### src/verilog/lintc_regs.svh
// constants for the bus transceiver mode control block
// assumes a 40 MHz clock (25 ns period)
`ifndef LINTC_REGS_SVH
`define LINTC_REGS_SVH
// clock period in picoseconds
`define LINTC_CLK_PERIOD_PS 25000
// wake filter window in microseconds, min and max
`define LINTC_WAKE_FILT_MIN_US 30
`define LINTC_WAKE_FILT_MAX_US 150
// wake filter count, min rounded up to whole cycles
`define LINTC_WAKE_FILT_CYC ((`LINTC_WAKE_FILT_MIN_US * 1000000 + `LINTC_CLK_PERIOD_PS - 1) / `LINTC_CLK_PERIOD_PS)
// default timing counts in cycles (not documented, plain defaults)
`define LINTC_TX_TO_DEF 80000
`define LINTC_BUS_TO_DEF 80000
`define LINTC_EN_TIME_DEF 400
// counter width
`define LINTC_CNT_W 20
// mode field encodings
`define LINTC_MODE_OFF 2'h0
`define LINTC_MODE_WAKE 2'h1
`define LINTC_MODE_RXO 2'h2
`define LINTC_MODE_NORM 2'h3
`endif

### src/verilog/lintc_pkg.sv
// types for the bus transceiver mode control block
// assumes lintc_regs.svh constants for encodings
package lintc_pkg;
    // chip operating mode
    typedef enum logic [2:0] {
        LINTC_CHIP_INIT = 3'b000,
        LINTC_CHIP_NORMAL = 3'b001,
        LINTC_CHIP_STOP = 3'b010,
        LINTC_CHIP_SLEEP = 3'b011,
        LINTC_CHIP_RESTART = 3'b100,
        LINTC_CHIP_FAILSAFE = 3'b101
    } lintc_chip_e;
    // spi write of one channel's settings, applied on select release
    typedef struct packed {
        logic mode_wr;
        logic [1:0] mode;
        logic slope_wr;
        logic low_slope_select;
        logic flash_wr;
        logic flash_select;
    } lintc_cfg_s;
    // wake report to the chip state logic
    typedef struct packed {
        logic int_req;
        logic to_restart;
        logic wd_enable;
    } lintc_wake_s;
endpackage

### src/verilog/lintc_ctrl.sv
// Summary of operation
// - off mode after reset, selectable in every chip mode except fail-safe, stops the bus
// - off mode ignores bus wake events
// - normal mode selectable only in chip normal or stop
// - early dominant is dropped; only the next dominant after recessive is sent
// - receive-only disables driver, keeps receiver; chip normal or stop only
// - wake-capable selectable in stop, sleep, restart, normal; forced in fail-safe
// - wake: falling edge, dominant beyond filter time, then rising edge
// - after wake, receive output low until another mode is chosen
// - after wake mode field stays wake-capable, no new wake until rearmed
// - rearm by switching to another mode then back to wake-capable
// - rearm automatically on entry to stop, sleep or fail-safe
// - wake in stop or normal raises interrupt and status bit, mode kept
// - wake in stop enables watchdog if watchdog-on-bus-wake was set
// - wake in sleep or fail-safe goes to restart; no interrupt there
// - tx dominant beyond timeout disables driver and sets fault flag
// - driver returns once tx input is no longer dominant
// - bus dominant beyond timeout in normal or receive-only sets fault
// - supply undervoltage disables driver and receiver, config kept
// - normal slope default; low-slope bit applies on select release
// - slope bit written only in chip normal mode
// - slope-bypass bit in chip normal, applies on select release
// - wake filter time lies between 30 and 150 microseconds
//
// one transceiver channel's control logic
// assumes pin inputs asynchronous; chip mode and config from same clock
`timescale 1ns/1ps
`include "lintc_regs.svh"

module lintc_ctrl #(
    parameter int TX_TO_CYC = `LINTC_TX_TO_DEF,
    parameter int BUS_TO_CYC = `LINTC_BUS_TO_DEF,
    parameter int EN_CYC = `LINTC_EN_TIME_DEF
) (
    input wire logic clk,
    input wire logic rstn,
    input wire lintc_pkg::lintc_chip_e chip_mode,
    input wire lintc_pkg::lintc_cfg_s cfg,
    input wire logic spi_select_n,
    input wire logic watchdog_on_bus_wake,
    input wire logic watchdog_enabled,
    input wire logic supply_uv,
    input wire logic bus_tx_in,
    input wire logic bus_rx_level,
    input wire logic fault_clear,
    output logic bus_drive_dom,
    output logic driver_en,
    output logic receiver_en,
    output logic bus_rx_out,
    output logic [1:0] channel_a_mode_field,
    output logic channel_a_fault_flag,
    output logic bus_wake_status,
    output logic low_slope_select,
    output logic slope_bypass,
    output lintc_pkg::lintc_wake_s wake_out
);
    import lintc_pkg::*;

    localparam int CW = `LINTC_CNT_W;
    localparam logic [CW-1:0] WK_CYC = CW'(`LINTC_WAKE_FILT_CYC);
    localparam logic [CW-1:0] TX_TO = CW'(TX_TO_CYC);
    localparam logic [CW-1:0] BUS_TO = CW'(BUS_TO_CYC);
    localparam logic [CW-1:0] EN_T = CW'(EN_CYC);

    // three-stage synchronisers for pins
    logic [2:0] tx_sync;
    logic [2:0] rx_sync;
    logic [2:0] uv_sync;
    logic tx_dom;
    logic bus_dom;
    logic uv;
    always_ff @(posedge clk) begin
        if (!rstn) begin
            tx_sync <= 3'h7;
            rx_sync <= 3'h7;
            uv_sync <= 3'h0;
        end else begin
            tx_sync <= {tx_sync[1:0], bus_tx_in};
            rx_sync <= {rx_sync[1:0], bus_rx_level};
            uv_sync <= {uv_sync[1:0], supply_uv};
        end
    end
    // accepted levels change once stages two and three agree
    always_ff @(posedge clk) begin
        if (!rstn) begin
            tx_dom <= 1'b0;
            bus_dom <= 1'b0;
            uv <= 1'b0;
        end else begin
            if (tx_sync[1] == tx_sync[2]) tx_dom <= ~tx_sync[2];
            if (rx_sync[1] == rx_sync[2]) bus_dom <= ~rx_sync[2];
            if (uv_sync[1] == uv_sync[2]) uv <= uv_sync[2];
        end
    end

    // chip mode history
    lintc_chip_e chip_prev;
    logic chip_enter_rearm;
    always_ff @(posedge clk) begin
        if (!rstn) chip_prev <= LINTC_CHIP_INIT;
        else chip_prev <= chip_mode;
    end
    // rearm on entering stop, sleep or fail-safe
    assign chip_enter_rearm = (chip_mode != chip_prev) &&
        (chip_mode == LINTC_CHIP_STOP || chip_mode == LINTC_CHIP_SLEEP ||
         chip_mode == LINTC_CHIP_FAILSAFE);

    // spi writes take effect on select release
    logic sel_d;
    logic sel_rise;
    always_ff @(posedge clk) begin
        if (!rstn) sel_d <= 1'b1;
        else sel_d <= spi_select_n;
    end
    assign sel_rise = spi_select_n && !sel_d;

    logic chip_norm_stop;
    logic wake_allowed;
    assign chip_norm_stop = (chip_mode == LINTC_CHIP_NORMAL) || (chip_mode == LINTC_CHIP_STOP);
    assign wake_allowed = chip_norm_stop || chip_mode == LINTC_CHIP_SLEEP ||
        chip_mode == LINTC_CHIP_RESTART;

    // mode field selection
    logic [1:0] mode;
    logic [1:0] next_mode;
    always_comb begin
        next_mode = mode;
        if (chip_mode == LINTC_CHIP_FAILSAFE) begin
            next_mode = `LINTC_MODE_WAKE;
        end else if (sel_rise && cfg.mode_wr) begin
            case (cfg.mode)
                `LINTC_MODE_OFF: next_mode = `LINTC_MODE_OFF;
                // normal only in chip normal or stop
                `LINTC_MODE_NORM: if (chip_norm_stop) next_mode = `LINTC_MODE_NORM;
                // receive-only in chip normal or stop
                `LINTC_MODE_RXO: if (chip_norm_stop) next_mode = `LINTC_MODE_RXO;
                // wake-capable in the four chip modes
                default: if (wake_allowed) next_mode = `LINTC_MODE_WAKE;
            endcase
        end
    end
    always_ff @(posedge clk) begin
        if (!rstn) mode <= `LINTC_MODE_OFF;
        else mode <= next_mode;
    end

    // wake detector states
    typedef enum logic [1:0] {
        LINTC_WK_IDLE = 2'b00,
        LINTC_WK_DOM = 2'b01,
        LINTC_WK_DONE = 2'b10
    } lintc_wk_e;
    lintc_wk_e wk_state;
    logic [CW-1:0] wk_cnt;
    logic armed;
    logic woken;
    logic wake_evt;
    logic bus_dom_d;
    logic leave_wake;
    assign leave_wake = (mode == `LINTC_MODE_WAKE) && (next_mode != `LINTC_MODE_WAKE);
    assign wake_evt = (mode == `LINTC_MODE_WAKE) && armed && !uv &&
        wk_state == LINTC_WK_DONE && !bus_dom;

    always_ff @(posedge clk) begin
        if (!rstn) bus_dom_d <= 1'b0;
        else bus_dom_d <= bus_dom;
    end
    // falling edge, filtered dominant, rising edge
    always_ff @(posedge clk) begin
        if (!rstn || mode != `LINTC_MODE_WAKE || !armed) begin
            wk_state <= LINTC_WK_IDLE;
            wk_cnt <= '0;
        end else begin
            case (wk_state)
                LINTC_WK_IDLE: begin
                    wk_cnt <= '0;
                    if (bus_dom && !bus_dom_d) wk_state <= LINTC_WK_DOM;
                end
                LINTC_WK_DOM: begin
                    if (!bus_dom) wk_state <= LINTC_WK_IDLE;
                    else if (wk_cnt >= WK_CYC) wk_state <= LINTC_WK_DONE;
                    else wk_cnt <= wk_cnt + 1'b1;
                end
                LINTC_WK_DONE: if (!bus_dom) wk_state <= LINTC_WK_IDLE;
                default: wk_state <= LINTC_WK_IDLE;
            endcase
        end
    end
    // one wake per arming; rearm on leaving wake mode
    always_ff @(posedge clk) begin
        if (!rstn) armed <= 1'b1;
        else if (wake_evt) armed <= 1'b0;
        else if (leave_wake || chip_enter_rearm) armed <= 1'b1;
    end
    // woken holds rx low until another mode
    always_ff @(posedge clk) begin
        if (!rstn) woken <= 1'b0;
        else if (wake_evt) woken <= 1'b1;
        else if (next_mode != `LINTC_MODE_WAKE) woken <= 1'b0;
    end

    always_ff @(posedge clk) begin
        if (!rstn) begin
            wake_out <= '0;
        end else begin
            wake_out.int_req <= wake_evt && chip_norm_stop;
            wake_out.to_restart <= wake_evt && (chip_mode == LINTC_CHIP_SLEEP ||
                chip_mode == LINTC_CHIP_FAILSAFE);
            wake_out.wd_enable <= wake_evt && chip_mode == LINTC_CHIP_STOP &&
                watchdog_on_bus_wake && !watchdog_enabled;
        end
    end
    // sticky wake status, set wins over clear
    always_ff @(posedge clk) begin
        if (!rstn) bus_wake_status <= 1'b0;
        else if (wake_evt) bus_wake_status <= 1'b1;
        else if (fault_clear) bus_wake_status <= 1'b0;
    end

    // enabling time and blocked-dominant tracking
    logic active;
    logic [CW-1:0] en_cnt;
    logic en_done;
    logic tx_block;
    assign active = (mode == `LINTC_MODE_NORM);
    always_ff @(posedge clk) begin
        if (!rstn || !active) en_cnt <= '0;
        else if (!en_done) en_cnt <= en_cnt + 1'b1;
    end
    assign en_done = (en_cnt >= EN_T);
    // early dominant blocked until tx goes recessive after enabling
    always_ff @(posedge clk) begin
        if (!rstn || !active) tx_block <= 1'b1;
        else if (en_done && !tx_dom) tx_block <= 1'b0;
    end

    // tx dominant timeout
    logic [CW-1:0] txto_cnt;
    logic tx_timeout;
    // count dominant tx; release when tx recessive
    always_ff @(posedge clk) begin
        if (!rstn || !tx_dom) begin
            txto_cnt <= '0;
            tx_timeout <= 1'b0;
        end else if (txto_cnt >= TX_TO) begin
            tx_timeout <= 1'b1;
        end else begin
            txto_cnt <= txto_cnt + 1'b1;
        end
    end
    // bus dominant clamp timeout
    logic [CW-1:0] busto_cnt;
    logic bus_clamp;
    logic listen;
    assign listen = active || mode == `LINTC_MODE_RXO;
    // bus clamp in normal or receive-only
    always_ff @(posedge clk) begin
        if (!rstn || !bus_dom || !listen) begin
            busto_cnt <= '0;
            bus_clamp <= 1'b0;
        end else if (busto_cnt >= BUS_TO) begin
            bus_clamp <= 1'b1;
        end else begin
            busto_cnt <= busto_cnt + 1'b1;
        end
    end
    // sticky fault flag, set wins over clear
    always_ff @(posedge clk) begin
        if (!rstn) channel_a_fault_flag <= 1'b0;
        else if ((tx_timeout && active) || bus_clamp) channel_a_fault_flag <= 1'b1;
        else if (fault_clear) channel_a_fault_flag <= 1'b0;
    end

    // slope settings on select release in chip normal
    always_ff @(posedge clk) begin
        if (!rstn) begin
            low_slope_select <= 1'b0;
            slope_bypass <= 1'b0;
        end else if (sel_rise && chip_mode == LINTC_CHIP_NORMAL) begin
            if (cfg.slope_wr) low_slope_select <= cfg.low_slope_select;
            if (cfg.flash_wr) slope_bypass <= cfg.flash_select;
        end
    end

    // pin-side outputs
    logic drv;
    // driver only in normal mode, no tx timeout, no undervoltage
    assign drv = active && !tx_timeout && !uv;
    always_ff @(posedge clk) begin
        if (!rstn) begin
            driver_en <= 1'b0;
            receiver_en <= 1'b0;
            bus_drive_dom <= 1'b0;
            bus_rx_out <= 1'b1;
            channel_a_mode_field <= `LINTC_MODE_OFF;
        end else begin
            driver_en <= drv;
            receiver_en <= listen && !uv;
            // dominant sent only when not blocked
            bus_drive_dom <= drv && tx_dom && !tx_block;
            // rx low after wake, else bus level while listening
            bus_rx_out <= woken ? 1'b0 : !(listen && !uv && bus_dom);
            channel_a_mode_field <= next_mode;
        end
    end

    // checks
    mode_reset_a: assert property (@(posedge clk) !rstn |=> channel_a_mode_field == `LINTC_MODE_OFF)
        else $error("mode not off after reset");
    off_nowake_a: assert property (@(posedge clk) disable iff (!rstn)
        mode == `LINTC_MODE_OFF |-> !wake_evt)
        else $error("wake in off mode");
    norm_gate_a: assert property (@(posedge clk) disable iff (!rstn)
        (next_mode == `LINTC_MODE_NORM && mode != `LINTC_MODE_NORM) |-> chip_norm_stop)
        else $error("normal mode entered in wrong chip mode");
    rxo_drv_a: assert property (@(posedge clk) disable iff (!rstn)
        mode == `LINTC_MODE_RXO |=> !driver_en)
        else $error("driver on in receive-only");
    wake_rx_a: assert property (@(posedge clk) disable iff (!rstn)
        wake_evt |=> ##1 (!bus_rx_out) [*2])
        else $error("rx not low after wake");
    wake_once_a: assert property (@(posedge clk) disable iff (!rstn)
        wake_evt |=> !wake_evt)
        else $error("second wake without rearm");
    tx_to_drv_a: assert property (@(posedge clk) disable iff (!rstn)
        tx_timeout |=> !driver_en)
        else $error("driver on after tx timeout");
    uv_off_a: assert property (@(posedge clk) disable iff (!rstn)
        uv |=> !driver_en && !receiver_en)
        else $error("stages on under undervoltage");
    slope_hold_a: assert property (@(posedge clk) disable iff (!rstn)
        chip_mode != LINTC_CHIP_NORMAL |=> $stable(low_slope_select))
        else $error("slope changed outside chip normal");
    fs_wake_a: assert property (@(posedge clk) disable iff (!rstn)
        chip_mode == LINTC_CHIP_FAILSAFE |=> channel_a_mode_field == `LINTC_MODE_WAKE)
        else $error("fail-safe did not force wake mode");
    wake_seen_c: cover property (@(posedge clk) disable iff (!rstn) wake_evt);
    tx_to_c: cover property (@(posedge clk) disable iff (!rstn) tx_timeout);
    clamp_c: cover property (@(posedge clk) disable iff (!rstn) bus_clamp);
endmodule // lintc_ctrl

### config.mk
export PLATFORM = sky130hd
export DESIGN_NAME = lintc_ctrl
export DESIGN_NICKNAME = d
export VERILOG_FILES = /design/src/verilog/lintc_pkg.sv /design/src/verilog/lintc_ctrl.sv
export VERILOG_INCLUDE_DIRS = /design/src /design/src/verilog
export SDC_FILE = /design/constraint.sdc
export NUM_CORES = 1
export LEC_CHECK = 0
export ABC_CLOCK_PERIOD_IN_PS = 2200
export BUFFER_PORTS_ARGS = -buffer_cell sky130_fd_sc_hd__buf_2
export CORE_MARGIN = 4
export CORE_UTILIZATION = 60
export DETAILED_ROUTE_END_ITERATION = 6
export PLACE_DENSITY = 0.79
export SLEW_MARGIN = 20
export SYNTH_ARGS = -nofsm -noshare
export SYNTH_HDL_FRONTEND = slang
export SYNTH_SLANG_ARGS = --single-unit
### constraint.sdc
create_clock -name clk -period 2.2 [get_ports clk]
set_clock_uncertainty 0.05 [all_clocks]
set_input_delay 0.33 -clock clk [delete_from_list [all_inputs] [get_ports clk]]
set_output_delay 0.33 -clock clk [all_outputs]
set_load 0.05 [all_outputs]
== After elaboration in Yosys (flattened, before gate mapping) ==
Index checks and enable logic that the tools add are counted.

* Add/sub/neg operators: 4
* $mul: 0
* Div/mod/pow operators: 0
* Magnitude comparators: 4
* Equality and inequality tests: 23
* Shifts and indexed selects: 0
* Mux-type cells: 22
* Bitwise gates (word level): 2
* Reduce and logical (&&, ||, !) cells: 62

{| class="wikitable"
|+ Operators with widths
! cell !! number
|-
| $add A20 B1 Y20 const B || 4
|-
| $ge A20 B17 Y1 const B || 2
|-
| $mux W20 || 2
|-
| $pmux W20 S2 || 1
|-
| $logic_and A1 B1 Y1 || 23
|-
| $ge A20 B11 Y1 const B || 1
|-
| $ge A20 B9 Y1 const B || 1
|-
| $mux W2 || 9
|-
| $logic_or A1 B1 Y1 || 15
|-
| $logic_not A1 Y1 || 13
|-
| $pmux W2 S3 || 2
|-
| $eq A2 B2 Y1 const B || 5
|-
| $reduce_bool A2 Y1 || 5
|-
| $mux W1 || 8
|-
| $ne A2 B2 Y1 const B || 4
|-
| $eq A3 B2 Y1 const B || 2
|-
| $eq A3 B3 Y1 const B || 2
|-
| $reduce_and A3 Y1 || 2
|-
| $eq A2 B1 Y1 const B || 2
|-
| $logic_not A2 Y1 || 2
|-
| $ne A2 B1 Y1 const B || 2
|-
| $reduce_and A2 Y1 || 2
|-
| $eq A1 B1 Y1 || 3
|-
| $eq A3 B1 Y1 const B || 1
|-
| other kinds (3) || 4
|}

* Register bits: 117
* Bits in latches: 0
* Memory bits (writable): 0
* Bits in read-only memories: 0
* Bits of input ports: 19
* Output and inout port bits: 13
* Word-level logic and storage cells: 148
* Memories: 0

== Logic depth before layout (Yosys ltp) ==
* Word-level depth: 13
* Gate-level depth with buffers: 7
* Mapped depth without buffers: 5

== Least setup slack after synthesis ==
No wires, ideal clock.

* Kind: flip-flop to flip-flop
* Start: reg busto_cnt[7]
* End: reg busto_cnt[13]
* Setup time: 0.116 ns
* Arrival time: 1.874 ns
* Data required time: 2.034 ns
* Setup slack: 0.159 ns
* Stages on the path, launching flop included: 7
* Buffers on the path: 1
* Clock period less this slack: 2.041 ns
* Path through: dfxtp_1 -> or4_1 -> a211o_1 -> buf_2 -> a211oi_2 -> a31oi_1 -> a41o_1

* Longest elaborated chain between the ends: 1
* Elaborated cells on any way between the ends: 2
* Those cells by class: 1 x add/sub; 1 x order compare

{| class="wikitable"
|+ RTL lines
! what !! line !! RTL
|-
| start, declared || lintc_ctrl.sv:252 || <nowiki>logic [CW-1:0] busto_cnt;</nowiki>
|-
| start signal, assigned || lintc_ctrl.sv:264 || <nowiki>busto_cnt <= busto_cnt + 1'b1;</nowiki>
|-
| $add A20 B1 Y20 or $ge A20 B17 Y1 (tied branches) || lintc_ctrl.sv:264, lintc_ctrl.sv:261 ||
|}

Several ways; a longest one is shown, not always the timed one.
A chain may end at the register's enable or synchronous reset.

== Worst setup path after layout ==
* Start: reg busto_cnt[7]
* End: reg busto_cnt[9]

The elaborated chain is that of the path after synthesis.

==> flow_metrics.py <==
metrics = {
    "timing": {
        "rsz0062_at_grt": "true",
        "hold_violations": 0,
        "setup_viol": 1,
        "whs_ps": 25.7,
        "slew_headroom_pct": 54.6,
        "max_freq_ghz": 0.454,
        "post-route-min-period_ps": 2200,
        "tightest_slew_ps": 672,
        "setup_slack_ps": -3.81,
        "maxSlewViolCount": 0,
        "fin_crit_sh_pct": 100,
    },
    "synth": {
        "synth.avg_cell_area_um2": 9.07,
        "yosysSeqAreaShare_pct": 49.3,
        "ys_seq_elements": 117,
        "synth-edff-count": 0,
        "yosysWarnings": 0,
        "synth_cells": 524,
        "synth_cell_types": 54,
        "synthesis.area_mm2": 0.00475,
        "synthArstFlopShare_pct": 0,
        "syn-num-nets": 551,
        "synth_ff_type": "dfxtp_1",
    },
    "routing": {
        "vias": 3776,
        "postRouteAntennaNets": 0,
        "post_drt_wl_per_cell_um": 13.7,
        "via_per_inst": 5.53,
        "routed_wl_um": 9370,
        "drt_iter0_markers": 110,
        "drc": 0,
        "drtPass1Iterations": 4,
    },
    "global_route": {
        "grt_max_degree": 33,
        "grt_pass1_vias": 3717,
        "antenna_found_initial": 0,
        "grt_pass1_wl_um": 16800,
        "gr-total-overflow": 0,
        "grt_usage_pct": 21.4,
    },
    "floorplanning": {
        "die_h_um": 97.0,
        "die-area_mm2": 0.00941,
        "fp-row-count": 32,
        "die_w_um": 97.0,
        "io_pins": 32,
        "core_mm2": 0.00773,
        "initial_core_util_pct": 61.5,
    },
    "clocking": {
        "numCtsBuffers": 17,
        "cts.htree.levels": 4,
        "clock_sinks": 117,
        "worstSkewPairLatency_ps": 510,
        "clock_tree.root_cell": "clkbuf_8",
        "clock_path_buffers": 2,
        "tritoncts": "built",
        "cts_setup_buffers": 0,
        "path_clk_slew_ps": 60,
    },
    "finish": {
        "antenna_cells": 0,
        "layout.nets": 595,
        "layoutNonFillerInstCount": 683,
        "synthToLayoutAreaGrowth_pct": 21.1,
        "final_cell_mix": "115 x dfxtp_1, 61 x nor2_1, 40 x nand2_1",
        "fill_cells": 528,
        "final_layout_size_suffix_gt1_share_pct": 14.6,
        "layout_commonest_cell": "dfxtp_1",
    },
    "worst_setup_path": {
        "startpoint_type": "register",
        "worstPathRequired_ps": 2590,
        "crit_path_end_kind": "register",
        "cp_max_fo": 7,
        "critPathKind": "register to register",
        "r2r_start": "busto_cnt[7]$_SDFFE_PP0N_",
        "crit_start": "busto_cnt[7]$_SDFFE_PP0N_",
        "arrival_ps": 2590,
    },
    "placed_design": {
        "gp_congestion": 0.866,
        "dp_hpwl_um": 5990,
        "dpl_worst_slack_ps": -18.5,
        "port_buffers": 31,
        "place_inst": 646,
    },
    "power_and_ir_drop": {
        "power.leakage_uw": 0.00212,
        "ir_drop_v": 0.000741,
        "cellPowerDensity_mw_per_mm2": 894,
    },
    "min_path": {
        "hp-class": "primary input to register",
        "hold_start": "watchdog_enabled",
    },
    "flow_run": {
        "cap_violations": 0,
    },
    "outcome": {
        "status": "finished with violations",
        "violations": "negative setup slack",
    },
}
state kept, by name (all words and copies together), names as in the netlist, 2 cells and up:
name	count
wake_out	3
en_cnt	20
busto_cnt	20
wk_cnt	20
txto_cnt	20
wk_state	2
rx_sync	3
chip_prev	3
channel_a_mode_field	2
uv_sync	3
tx_sync	3
routing by layer:
layer  global-route usage [%]  wire (um)  up-vias
met1                     25.5       4400     1793
met5                        0          0        -
li1                         -          -     1925
met2                     35.7       4600       45
met4                     10.3        163        0
met3                     5.62        211       13
cells by family (layout without fill, tap and decap cells):
group	after synthesis	in the layout	synth area share [%]
AND/OR/NAND/NOR	240	240	26.8
multiplexers	3	3	0.632
adder cells (fa/ha/maj)	8	8	2.11
flip-flops	117	117	49.3
buffers and inverters	38	95	3.03
AO/OA/AOI/OAI	80	80	11.2
XOR/XNOR	38	38	7.00
through the flow:
step	area (um2)	power, uW	util, %	setup TNS (ps)
after detailed placement	5020	2270	65.0	-18.5
after CTS	5730	5190	74.1	0
after global routing	5760	5300	74.5	-275
after floorplan	4750	2240	-	0
after global placement	5020	2270	65.0	0
final	5760	5150	74.5	-3.81
cell usage after synthesis (all sizes together), types with 3 or more instances:
library cell,instances,area (um2)
xnor2,27,236
inv,19,71.3
and2,32,200
a211oi,8,65.1
nor2,61,229
or3,4,25.0
a21oi,15,75.1
nor2b,6,37.5
a21boi,4,30.0
o21ai,24,120
nor3,10,50.1
mux2i,3,30.0
nand2b,9,56.3
dfxtp,117,2340
and4,6,52.6
a31oi,4,25.0
o2111ai,4,35.0
nand2,40,150
nand3b,3,22.5
ha,8,100
nand4,12,75.1
xor2,11,96.3
and3,13,81.3
nand3,16,80.1
nor4,14,87.6
clkbuf,18,67.6
worst max-delay path, stage by stage (launching register included):
cell and delay, ps:
dfxtp_2 320, or4_4 550, a211o_4 390, a211o_4 360, or3_1 330, a21oi_2 140
repair_timing:
action,4_1_cts,5_1_grt
hold endpoints to repair,5,0
hold buffers,5,0
cloned,0,0
resized for setup,2,8
endpoints found under the setup margin,5,9
pin swaps,2,3
final timing paths:
kind                                             endpoint  slack [ps]  depth (start not counted)
worst min register to register      rx_sync[1]$_SDFF_PN1_         370                          1
worst max-delay path            busto_cnt[9]$_SDFFE_PP0N_          -4                          5
worst min-delay path               wake_out[0]$_SDFF_PN0_          30                          3
worst max register to register  busto_cnt[9]$_SDFFE_PP0N_          -4                          5
area by class of cell:
| type | instances | area [um2] | area share [%] |
|---|---|---|---|
| clock inverter | 11 | 173 | 3.00 |
| timing repair buffer | 44 | 265 | 4.61 |
| inverter | 19 | 71.3 | 1.24 |
| multi-input combinational | 369 | 2310 | 40.1 |
| tap | 102 | 128 | 2.22 |
| clock buffer | 21 | 469 | 8.15 |
| sequential | 117 | 2340 | 40.7 |
power by group:
part | switching, uW | internal (uW) | total (uW)
Combinational | 47.7 | 43.1 | 90.8
Sequential | 8.31 | 2130 | 2140
Clock | 954 | 1960 | 2910
Total | 1010 | 4140 | 5150
Note: power is estimated with default switching activity, not from simulation.
